## src/core/gauge_pkg.sv

```systemverilog
// Shared constants and types for the charge gauge pin and counter logic
package gauge_pkg;

    // ------------------------------------------------------------
    // Register indices (byte address is four times the index)
    // ------------------------------------------------------------
    localparam logic [5:0] IDX_STATUS = 6'h00;  // Sticky status
    localparam logic [5:0] IDX_CTRL   = 6'h01;  // Control
    localparam logic [5:0] IDX_CHG_HI = 6'h02;  // Charge upper byte
    localparam logic [5:0] IDX_CHG_LO = 6'h03;  // Charge lower byte
    localparam logic [5:0] IDX_THH_HI = 6'h04;  // High limit upper byte
    localparam logic [5:0] IDX_THH_LO = 6'h05;  // High limit lower byte
    localparam logic [5:0] IDX_THL_HI = 6'h06;  // Low limit upper byte
    localparam logic [5:0] IDX_THL_LO = 6'h07;  // Low limit lower byte
    localparam logic [5:0] IDX_MASK   = 6'h08;  // Interrupt mask
    localparam logic [5:0] IDX_LINK   = 6'h09;  // Serial line monitor

    // ------------------------------------------------------------
    // Reset values and charge saturation ends
    // ------------------------------------------------------------
    localparam logic [7:0]  CTRL_RST   = 8'h3C;
    localparam logic [15:0] CHARGE_RST = 16'h7FFF;
    localparam logic [15:0] THR_HI_RST = 16'hFFFF;
    localparam logic [15:0] THR_LO_RST = 16'h0000;
    localparam logic [7:0]  MASK_RST   = 8'h00;
    localparam logic [15:0] CHARGE_TOP = 16'hFFFF;
    localparam logic [15:0] CHARGE_BOT = 16'h0000;

    // ------------------------------------------------------------
    // Field codes and status bit positions
    // ------------------------------------------------------------
    localparam logic [1:0] PIN_ALERT  = 2'h2;   // Open-drain alert
    localparam logic [1:0] PIN_CHARGE = 2'h1;   // Charge-done input
    localparam logic [1:0] VBAT_OFF   = 2'h0;
    localparam logic [1:0] VBAT_2V8   = 2'h1;
    localparam logic [1:0] VBAT_2V9   = 2'h2;
    localparam logic [1:0] VBAT_3V0   = 2'h3;
    localparam int ST_UVLO = 0;
    localparam int ST_VBAT = 1;
    localparam int ST_LOW  = 2;
    localparam int ST_HIGH = 3;
    localparam int ST_OVF  = 5;
    localparam logic [7:0] ST_USED = 8'h2F;     // Implemented sticky bits

    // ------------------------------------------------------------
    // Timing
    // ------------------------------------------------------------
    localparam int CLK_NS     = 40;
    localparam int CC_MIN_NS  = 1000;
    localparam int CC_MIN_CYC = (CC_MIN_NS + CLK_NS - 1) / CLK_NS;
    localparam int CC_FILT_CYC = CC_MIN_CYC / 2;   // Glitch filter

    // ------------------------------------------------------------
    // Types
    // ------------------------------------------------------------
    typedef struct packed {
        logic [1:0] vbatSel;    // Battery threshold code
        logic [2:0] preExp;     // Prescale exponent, factor 2**exp
        logic [1:0] pinFunc;    // Dual pin function
        logic       shutdown;   // Stops counting
    } ctrl_t;

    typedef struct packed {
        logic       pin;        // Dual-function pin level
        logic       scl;        // Serial clock level
        logic       sda;        // Serial data level
        logic       uvlo;       // Undervoltage flag
        logic [2:0] vbat;       // Below 3.0, 2.9, 2.8 V
    } pins_t;

endpackage

```

## src/core/charge_gauge_core.sv

```systemverilog
// Digital core: dual-function pin, charge counter, alerts and register slave
`timescale 1ns/10ps
// Operation
// Pin function chosen by control field
// Pin defaults to alert after reset
// Alert mode drives pin low on limit
// Charge-done high loads charge with ones
// Charge-done pulse of one microsecond recognised
// Threshold codes select 2.8, 2.9, 3.0 V
// Count weight scales with prescale over 128
// Clock line input only, data bidirectional; here the data output is never enabled
// Any status except ID, recovery drives alert
// Charge saturates at ends, no wrap
// Low battery sets alert bit, 00 off
// Charge-done input synchronised before use
module charge_gauge_core
    import gauge_pkg::*;
#(
    parameter logic CHIP_ID = 1'b0      // Arbitrary identity bit
) (
    input  wire  logic        mclk,
    input  wire  logic        rst_b,
    input  wire  logic        hsel,
    input  wire  logic [31:0] haddr,
    input  wire  logic [1:0]  htrans,
    input  wire  logic        hwrite,
    input  wire  logic [2:0]  hsize,
    input  wire  logic [31:0] hwdata,
    input  wire  logic        hready,
    output logic              hreadyout,
    output logic              hresp,
    output logic [31:0]       hrdata,
    input  wire  logic        rampFlip,
    input  wire  logic        rampUp,
    input  wire  logic        uvloIn,
    input  wire  logic [2:0]  vbatBelow,
    input  wire  logic        sclIn,
    input  wire  logic        sdaIn,
    output logic              sdaOut,
    output logic              sdaOeB,
    input  wire  logic        pinIn,
    output logic              pinOut,
    output logic              pinOeB,
    output logic              irq
);

    // ------------------------------------------------------------
    // Functions
    // ------------------------------------------------------------
    // Last prescaler value for factor 2**e
    function automatic logic [6:0] preTop(input logic [2:0] e);
        logic [7:0] m;
        m = 8'h01 << e;
        return 7'(m - 8'h01);
    endfunction
    // ------------------------------------------------------------
    // Pin synchroniser
    // ------------------------------------------------------------
    pins_t syncA_r, syncA_nxt;      // First stage, read only by second
    pins_t syncB_r, syncB_nxt;      // Settled levels
    // Two stages for every pin and analog flag
    always_comb begin
        syncA_nxt = '{pin: pinIn, scl: sclIn, sda: sdaIn,
                      uvlo: uvloIn, vbat: vbatBelow};
        syncB_nxt = syncA_r;
    end
    always_ff @(posedge mclk or negedge rst_b) begin
        if (!rst_b) begin
            syncA_r <= '0;
            syncB_r <= '0;
        end else begin
            syncA_r <= syncA_nxt;
            syncB_r <= syncB_nxt;
        end
    end
    // ------------------------------------------------------------
    // Serial line monitor
    // ------------------------------------------------------------
    logic       sclPrev_r, sclPrev_nxt;     // Clock level one cycle ago
    logic       sdaPrev_r, sdaPrev_nxt;     // Data level one cycle ago
    logic [7:0] startCnt_r, startCnt_nxt;   // Start conditions seen
    logic       startSeen;
    // Count data falling while clock high; clock is never driven
    always_comb begin
        sclPrev_nxt  = syncB_r.scl;
        sdaPrev_nxt  = syncB_r.sda;
        startSeen    = syncB_r.scl && sclPrev_r && sdaPrev_r && !syncB_r.sda;
        startCnt_nxt = startCnt_r + 8'(startSeen);
    end
    always_ff @(posedge mclk or negedge rst_b) begin
        if (!rst_b) begin
            sclPrev_r  <= 1'b1;
            sdaPrev_r  <= 1'b1;
            startCnt_r <= '0;
        end else begin
            sclPrev_r  <= sclPrev_nxt;
            sdaPrev_r  <= sdaPrev_nxt;
            startCnt_r <= startCnt_nxt;
        end
    end
    // Data line stays released; clock has no output at all
    assign sdaOut = 1'b0;
    assign sdaOeB = 1'b1;
    // ------------------------------------------------------------
    // Bus slave
    // ------------------------------------------------------------
    logic        wrPend_r, wrPend_nxt;      // Write data phase pending
    logic [5:0]  wrIdx_r, wrIdx_nxt;        // Index of pending write
    logic [31:0] rdata_r, rdata_nxt;        // Read data, held in data phase
    logic        accept;
    logic        rdStatus;
    logic [5:0]  aIdx;
    logic [7:0]  wByte;
    ctrl_t       ctrl_r, ctrl_nxt;
    logic [7:0]  stat_r, stat_nxt;
    logic [15:0] charge_r, charge_nxt;
    logic [15:0] thrHi_r, thrHi_nxt;
    logic [15:0] thrLo_r, thrLo_nxt;
    logic [7:0]  mask_r, mask_nxt;
    assign hreadyout = 1'b1;    // No wait states
    assign hresp     = 1'b0;    // Always OKAY
    assign hrdata    = rdata_r;
    assign aIdx      = haddr[7:2];
    assign accept    = hsel && hready && htrans[1];
    assign rdStatus  = accept && !hwrite && aIdx == IDX_STATUS;
    assign wByte     = hwdata[7:0];
    // Capture address phase; read data sampled at the same edge
    always_comb begin
        wrPend_nxt = accept && hwrite;
        wrIdx_nxt  = accept ? aIdx : wrIdx_r;
        rdata_nxt  = rdata_r;
        if (accept && !hwrite) begin
            if (aIdx == IDX_STATUS) begin
                rdata_nxt = {24'h0, CHIP_ID, stat_r[6:0]};
            end else if (aIdx == IDX_CTRL) begin
                rdata_nxt = {24'h0, ctrl_r};
            end else if (aIdx == IDX_CHG_HI) begin
                rdata_nxt = {24'h0, charge_r[15:8]};
            end else if (aIdx == IDX_CHG_LO) begin
                rdata_nxt = {24'h0, charge_r[7:0]};
            end else if (aIdx == IDX_THH_HI) begin
                rdata_nxt = {24'h0, thrHi_r[15:8]};
            end else if (aIdx == IDX_THH_LO) begin
                rdata_nxt = {24'h0, thrHi_r[7:0]};
            end else if (aIdx == IDX_THL_HI) begin
                rdata_nxt = {24'h0, thrLo_r[15:8]};
            end else if (aIdx == IDX_THL_LO) begin
                rdata_nxt = {24'h0, thrLo_r[7:0]};
            end else if (aIdx == IDX_MASK) begin
                rdata_nxt = {24'h0, mask_r};
            end else if (aIdx == IDX_LINK) begin
                rdata_nxt = {16'h0, startCnt_r, 6'h0, syncB_r.sda, syncB_r.scl};
            end else begin
                rdata_nxt = 32'h0;  // Unmapped reads zero
            end
        end
    end
    always_ff @(posedge mclk or negedge rst_b) begin
        if (!rst_b) begin
            wrPend_r <= 1'b0;
            wrIdx_r  <= '0;
            rdata_r  <= '0;
        end else begin
            wrPend_r <= wrPend_nxt;
            wrIdx_r  <= wrIdx_nxt;
            rdata_r  <= rdata_nxt;
        end
    end
    // ------------------------------------------------------------
    // Counter, limits and status
    // ------------------------------------------------------------
    logic [6:0] pre_r, pre_nxt;         // Prescaler
    logic [4:0] ccCnt_r, ccCnt_nxt;     // Charge-done high time
    logic       alertDrv_r, alertDrv_nxt;
    logic       irq_r, irq_nxt;
    logic       ccMode;
    logic       ccLoad;
    logic       stepUp;
    logic       stepDn;
    logic       vbatHit;
    logic       chWr;
    logic [7:0] cond;
    assign ccMode = ctrl_r.pinFunc == PIN_CHARGE;
    assign ccLoad = ccMode && syncB_r.pin && ccCnt_r == 5'(CC_FILT_CYC);
    assign chWr   = wrPend_r && (wrIdx_r == IDX_CHG_HI || wrIdx_r == IDX_CHG_LO);
    // Prescaler carries step the charge once per 2**exp ramp flips
    always_comb begin
        stepUp = 1'b0;
        stepDn = 1'b0;
        pre_nxt = (pre_r > preTop(ctrl_r.preExp)) ? 7'h00 : pre_r;
        if (rampFlip && !ctrl_r.shutdown) begin
            if (rampUp) begin
                stepUp  = pre_nxt == preTop(ctrl_r.preExp);
                pre_nxt = stepUp ? 7'h00 : pre_nxt + 7'h01;
            end else begin
                stepDn  = pre_nxt == 7'h00;
                pre_nxt = stepDn ? preTop(ctrl_r.preExp) : pre_nxt - 7'h01;
            end
        end
    end
    // Threshold selection; code 00 never alerts
    always_comb begin
        case (ctrl_r.vbatSel)
            VBAT_2V8: vbatHit = syncB_r.vbat[0];
            VBAT_2V9: vbatHit = syncB_r.vbat[1];
            VBAT_3V0: vbatHit = syncB_r.vbat[2];
            default:  vbatHit = 1'b0;
        endcase
    end
    // Next state of registers, charge, filter and outputs
    always_comb begin
        ctrl_nxt   = ctrl_r;
        thrHi_nxt  = thrHi_r;
        thrLo_nxt  = thrLo_r;
        mask_nxt   = mask_r;
        charge_nxt = charge_r;
        cond       = 8'h00;
        // Saturate at both ends and flag it
        if (stepUp) begin
            if (charge_r == CHARGE_TOP) begin
                cond[ST_OVF] = 1'b1;
            end else begin
                charge_nxt = charge_r + 16'h0001;
            end
        end else if (stepDn) begin
            if (charge_r == CHARGE_BOT) begin
                cond[ST_OVF] = 1'b1;
            end else begin
                charge_nxt = charge_r - 16'h0001;
            end
        end
        // Software writes land in the data phase
        if (wrPend_r) begin
            if (wrIdx_r == IDX_CTRL) begin
                ctrl_nxt = wByte;
            end else if (wrIdx_r == IDX_CHG_HI) begin
                charge_nxt[15:8] = wByte;
            end else if (wrIdx_r == IDX_CHG_LO) begin
                charge_nxt[7:0] = wByte;
            end else if (wrIdx_r == IDX_THH_HI) begin
                thrHi_nxt[15:8] = wByte;
            end else if (wrIdx_r == IDX_THH_LO) begin
                thrHi_nxt[7:0] = wByte;
            end else if (wrIdx_r == IDX_THL_HI) begin
                thrLo_nxt[15:8] = wByte;
            end else if (wrIdx_r == IDX_THL_LO) begin
                thrLo_nxt[7:0] = wByte;
            end else if (wrIdx_r == IDX_MASK) begin
                mask_nxt = wByte;
            end
        end
        // Charge-done load wins over everything
        if (ccLoad) begin
            charge_nxt = CHARGE_TOP;
        end
        // Filter: pulse must stay high before it counts
        if (ccMode && syncB_r.pin) begin
            ccCnt_nxt = (ccCnt_r == 5'(CC_FILT_CYC)) ? ccCnt_r : ccCnt_r + 5'h01;
        end else begin
            ccCnt_nxt = 5'h00;
        end
        // Live conditions; set wins over the clearing read
        cond[ST_HIGH] = charge_r > thrHi_r;
        cond[ST_LOW]  = charge_r < thrLo_r;
        cond[ST_VBAT] = vbatHit;
        cond[ST_UVLO] = syncB_r.uvlo;
        stat_nxt = ((rdStatus ? 8'h00 : stat_r) | cond) & ST_USED;
        // Alert pin pulls low on any status bit but recovery
        alertDrv_nxt = ctrl_r.pinFunc == PIN_ALERT && |stat_r[ST_OVF:ST_VBAT];
        irq_nxt = |(stat_r & mask_r);
    end
    always_ff @(posedge mclk or negedge rst_b) begin
        if (!rst_b) begin
            ctrl_r     <= CTRL_RST;
            stat_r     <= 8'h00;
            charge_r   <= CHARGE_RST;
            thrHi_r    <= THR_HI_RST;
            thrLo_r    <= THR_LO_RST;
            mask_r     <= MASK_RST;
            pre_r      <= 7'h00;
            ccCnt_r    <= 5'h00;
            alertDrv_r <= 1'b0;
            irq_r      <= 1'b0;
        end else begin
            ctrl_r     <= ctrl_nxt;
            stat_r     <= stat_nxt;
            charge_r   <= charge_nxt;
            thrHi_r    <= thrHi_nxt;
            thrLo_r    <= thrLo_nxt;
            mask_r     <= mask_nxt;
            pre_r      <= pre_nxt;
            ccCnt_r    <= ccCnt_nxt;
            alertDrv_r <= alertDrv_nxt;
            irq_r      <= irq_nxt;
        end
    end
    // Pin drives low only while the alert is active
    assign pinOut = 1'b0;
    assign pinOeB = !alertDrv_r;
    assign irq    = irq_r;
endmodule // charge_gauge_core

```

## config.mk

```make
export PLATFORM = sky130hd
export DESIGN_NAME = charge_gauge_core
export DESIGN_NICKNAME = d
export VERILOG_FILES = /design/src/core/gauge_pkg.sv /design/src/core/charge_gauge_core.sv
export SDC_FILE = /design/constraint.sdc
export NUM_CORES = 1
export LEC_CHECK = 0
export BUFFER_PORTS_ARGS = -buffer_cell sky130_fd_sc_hd__clkbuf_2
export CORE_UTILIZATION = 60
export CTS_CLUSTER_DIAMETER = 150
export DETAILED_ROUTE_END_ITERATION = 10
export GPL_ROUTABILITY_DRIVEN = 0
export MAX_ROUTING_LAYER = met4
export PLACE_DENSITY_LB_ADDON = 0.2
export SYNTH_ARGS = -nofsm -noshare
export SYNTH_HDL_FRONTEND = slang
export SYNTH_SLANG_ARGS = --single-unit
```

## constraint.sdc

```tcl
create_clock -name mclk -period 10.7 [get_ports mclk]
set_clock_uncertainty 0.05 [all_clocks]
set_input_delay 1.605 -clock mclk [delete_from_list [all_inputs] [get_ports mclk]]
set_output_delay 1.605 -clock mclk [all_outputs]
set_load 0.005 [all_outputs]
```

Word level (Yosys, flattened, before mapping):

Index checks and enable logic that the tools add are counted.

* register bits after elaboration: 146
* input port bits: 83

* add/subtract/negate cells: 7
* $lt $le $gt $ge: 3
* equality and inequality tests: 26
* shift operators: 1
* multiplexer cells: 37
* bitwise operators: 9
* reduce and logical (&&, ||, !) cells: 27

Operator list (number)
* $mux W16: 16
* $eq A6 B3 Y1 const B: 8
* $mux W7: 5
* $mux W32: 1
* $eq A6 B2 Y1 const B: 4
* $mux W8: 3
* $eq A6 B4 Y1 const B: 3
* $add A16 B1 Y16 const B: 1
* $eq A16 B16 Y1 const B: 1
* $gt A16 B16 Y1: 1
* $logic_not A16 Y1: 1
* $lt A16 B16 Y1: 1
* $sub A16 B1 Y16 const B: 1
* $sub A7 B1 Y7 const B: 2
* $eq A6 B1 Y1 const B: 2
* $logic_and A1 B1 Y1: 12
* $mux W5: 2
* $reduce_and A9 Y1: 1
* $add A8 B1 Y8: 1
* $and A6 B8 Y8: 1
* $mux W1: 8
* $reduce_and A8 Y1: 1
* $reduce_or A8 Y1: 1
* $add A7 B1 Y7 const B: 1
* other kinds (20): 32

Depth between registers and ports, before layout:

* word-level depth: 14
* depth in mapped cells: 17

Worst setup path before layout:

No wires, ideal clock.

* path type: reg-to-reg
* start: register ctrl_r[5] (netlist name)
* end: register charge_r[13]
* library setup time: 0.068 ns
* data arrival time: 4.162 ns
* data required time: 10.582 ns
* setup slack: 6.420 ns
* stages on the path, launching flop included: 17
* path through: dfstp_2 clkbuf_1 and2_1 nand2_1 ha_1 and4_1 a21boi_1 o21ai_1 clkbuf_1 nand2_1 ha_1 o311ai_2 or4_4 or3_1 o2bb2ai_1 o21ai_2 a2bb2oi_2

* word-level cells in the longest chain between the ends: 13
* elaborated cells on any way between the ends: 16

Ends and longest elaborated chain
* start, declared: line charge_gauge_core.sv:114 `ctrl_t ctrl_r, ctrl_nxt;`
* start signal, assigned: line charge_gauge_core.sv:285 `ctrl_r <= ctrl_nxt;`
* $shl A1 B3 Y7 (*): line charge_gauge_core.sv:53 `m = 8'h01 << e;`
* $sub A7 B1 Y7 (*): line charge_gauge_core.sv:54 `return 7'(m - 8'h01);`
* $gt A7 B7 Y1: line charge_gauge_core.sv:190 `pre_nxt = (pre_r > preTop(ctrl_r.preExp)) ? 7'h00 : pre_r;`
* $mux W7: line charge_gauge_core.sv:190
* $logic_not A7 Y1: line charge_gauge_core.sv:196 `stepDn = pre_nxt == 7'h00;`
* $mux W1: line charge_gauge_core.sv:192 `if (rampUp) begin`
* $mux W1: line charge_gauge_core.sv:191 `if (rampFlip && !ctrl_r.shutdown) begin`
* $mux W16: line charge_gauge_core.sv:225 `end else if (stepDn) begin`
* $mux W16 (*): line charge_gauge_core.sv:219 `if (stepUp) begin`
* $mux W8: line charge_gauge_core.sv:236 `end else if (wrIdx_r == IDX_CHG_HI) begin`
* $mux W16: line charge_gauge_core.sv:234 `if (wrIdx_r == IDX_CTRL) begin`
* $mux W16 (*): line charge_gauge_core.sv:233 `if (wrPend_r) begin`
* $mux W16 (*): line charge_gauge_core.sv:253 `if (ccLoad) begin`
* net charge_nxt[13]: line charge_gauge_core.sv:116 `logic [15:0] charge_r, charge_nxt;`
* end signal, assigned: line charge_gauge_core.sv:287 `charge_r <= charge_nxt;`
* end, declared: line charge_gauge_core.sv:116

Mark *: on every way through the listed nets, which the timed path passes. The rest lies on a longest branch.
A chain may end at the register's enable or synchronous reset.

Worst setup path in the final report:

Ends and elaborated chain as after synthesis.

==> results.ini <==
[run_status]
status=finished, final reports clean

[synth]
synthFlopType=dfrtp_1
postSynth.asyncResetShare_pct=100
ys_top_cells_by_area=dfrtp_1 (29%), dfstp_2 (12%), ha_1 (7.4%), mux2_2 (6.5%), a21oi_1 (3.4%)
avgSynthCellArea_sq_um=9.53
synth_cell_types=75
syn_area_sq_um=7920
post-synth-top-count-cell=dfrtp_1
yosysWarnings=0
synth_top_area_share_pct=29.4
ys_seq_area_share_pct=41.7
synthCells=831
yosysTopAreaCell=dfrtp_1
synthTopCellsByCount=dfrtp_1 (93), nor2_1 (57), a21oi_1 (54), nand2_1 (54), o21ai_0 (53)
synth_edf_count=0
synth-seq-cells=130

[floorplanning]
die_h_um=117
die-area_sq_um=13700
rows=41
core_sq_um=12700
io_pins=122
initial_core_util_pct=62.3
die_width_um=117

[clock_network]
clk_pin_slew_ns=0.06
clock-root-buffer=clkbuf_16
cts_buffers=17
insertion_delay_ns=0.43
cts_resized=0
cts-htree-levels=4
cts_tree=done
cts.path.max_buffers=2
post_cts_buffers=0
cts.sinks=130
postCtsHoldBufs=0

[hold_path]
min_from=syncA_r[0]
min_path_type=reg -> reg

[worst_setup_path]
cp_slowest_cell=dfstp_2
r2r_start=ctrl_r[5]
crit_fanout=18
path_class=reg -> reg
path_delay_family=compound AO/OA/AOI/OAI gates
worstSetupStartpointType=register
crit_chain=o21ai_0 -> ha_1 -> and4_1 -> a21boi_1 -> o21ai_1 -> nand2_1 -> ha_1 -> o311ai_2 -> buf_4 -> or4_4 -> or3_1 -> o2bb2ai_1 -> o21ai_2 -> a2bb2oi_2
crit_required_ns=11.02
cp.arrival_ns=5.22
path_buf_inv=1
crit_top_cell=ha_1
crit_path_start=ctrl_r[5]
endpoint_kind=register
critical_path.max_stage_delay_ns=0.72

[timing]
slew-limit-headroom_pct=24.0
tns_ns=0
setup_slack_ns=5.79
period_needed_ns=4.91
setup_violations=0
final_max_slew_viol_count=0
hold_viol=0
max_freq_mhz=204
rsz0062_at_grt=no
worstMarginPinSlew_ns=1.13
timing.final.crit_share_pct=45.8

[layout]
layout-drive-gt1-share_pct=19.9
stdcell_area_sq_um=8780
areaGrowthSynthToFinish_pct=10.9
antenna_cells=0
nets=992

[drt]
num_vias=6803
wl_per_cell_um=20.5
route.detailed.drc=0
vias_per_cell=6.50
drtAntennaViolNets=0
routed_wl_um=21500
drt-initial-drc-count=756
drt-pass1-iter-count=8

[job]
cap_violations=0

[power]
p_leak_uw=0.00397
power_uw=1940
p_per_area_nw_per_um2=221
ir_drop_uv=199

[place]
pre_cts_ws_ns=5.91
place_area_sq_um=8160
place_hpwl_um=14700
portBuffers=46

[global_routing]
grt_antenna_before_repair=0
grt_pass1_vias=6337
grt_pass1_wl_um=33600
grt_max_degree=75
overflow=0
track_usage_pct=34.2

==> flip-flops by register name (all words and copies together), names as in the netlist, 8 cells and up <==
name and cells:
hrdata 16, thrHi_r 16, ctrl_r 8, thrLo_r 16, startCnt_r 8, mask_r 8
charge_r 16
==> path summary, 6_finish.rpt <==
check                                to  slack [ns]  cells after the start
setup / recovery           charge_r[13]        5.79                     14
setup reg to reg           charge_r[13]        5.79                     14
min in group asynchronous      pre_r[6]        1.26                      1
max in group asynchronous   thrLo_r[13]        8.07                      2
hold / removal               syncB_r[0]        0.30                      0
hold reg to reg              syncB_r[0]        0.30                      0
==> stage by stage <==
step                std cells  util [%]  hold WS, ns
finish                   1047      69.0        0.301
detailed placement       1015      64.1        0.286
CTS                      1047      69.0        0.302
floorplan                 850         -        0.281
global route             1047      69.0        0.304
global placement         1015      64.1        0.285
==> cell type report <==
type	instances	area, sq um
Tap cell	172	215
Inverter	52	195
Multi-Input combinational cell	612	4190
Sequential cell	130	3300
Clock buffer	20	447
Clock inverter	12	180
Timing Repair Buffer	49	255
Fill cell	987	3940
==> per-layer routing <==
layer	GRT usage, %	routed length, um	part of all wire, %	vias up
li1	-	-	-	3035
met1	43.6	8670	40	3253
met2	52.4	9950	46	425
met3	7.36	1950	9.1	90
met4	15.6	909	4.2	0
met5	-	0	0	-
==> cells by family (layout without fill, tap and decap cells) <==
logic type / Yosys count / count (layout) / share of synthesized area [%]
AO/OA/AOI/OAI: 210 / 210 / 17.5
XOR/XNOR: 27 / 27 / 2.99
AND/OR/NAND/NOR: 253 / 253 / 16.4
adder cells (fa/ha/maj): 47 / 47 / 7.42
buffers and inverters: 108 / 133 / 6.35
multiplexers: 54 / 54 / 7.55
flip-flops: 130 / 130 / 41.7
other: 2 / 21 / 0.0948
==> layout by cell type (no fill, tap or decap), types with 7 or more instances in the layout <==
cell	n
a211oi_1	8
a21o_1	10
a21oi_1	54
a221oi_1	12
a22o_1	10
and3_1	16
clkbuf_16	17
clkbuf_2	45
conb_1	21
dfrtp_1	93
dfstp_2	37
ha_1	47
inv_1	52
mux2_2	46
mux2i_1	8
nand2_1	54
nand2b_1	9
nand3_1	33
nand4_1	10
nor2_1	57
nor2b_1	9
nor3_1	21
o21a_1	7
o21ai_0	53
or3_1	9
or4_1	7
xnor2_1	22
==> where the power goes <==
part | internal, uW | switching [uW]
Combinational | 248 | 323
Sequential | 589 | 158
Clock | 397 | 223
Total | 1230 | 704
Power figures use the tool's default switching activity.
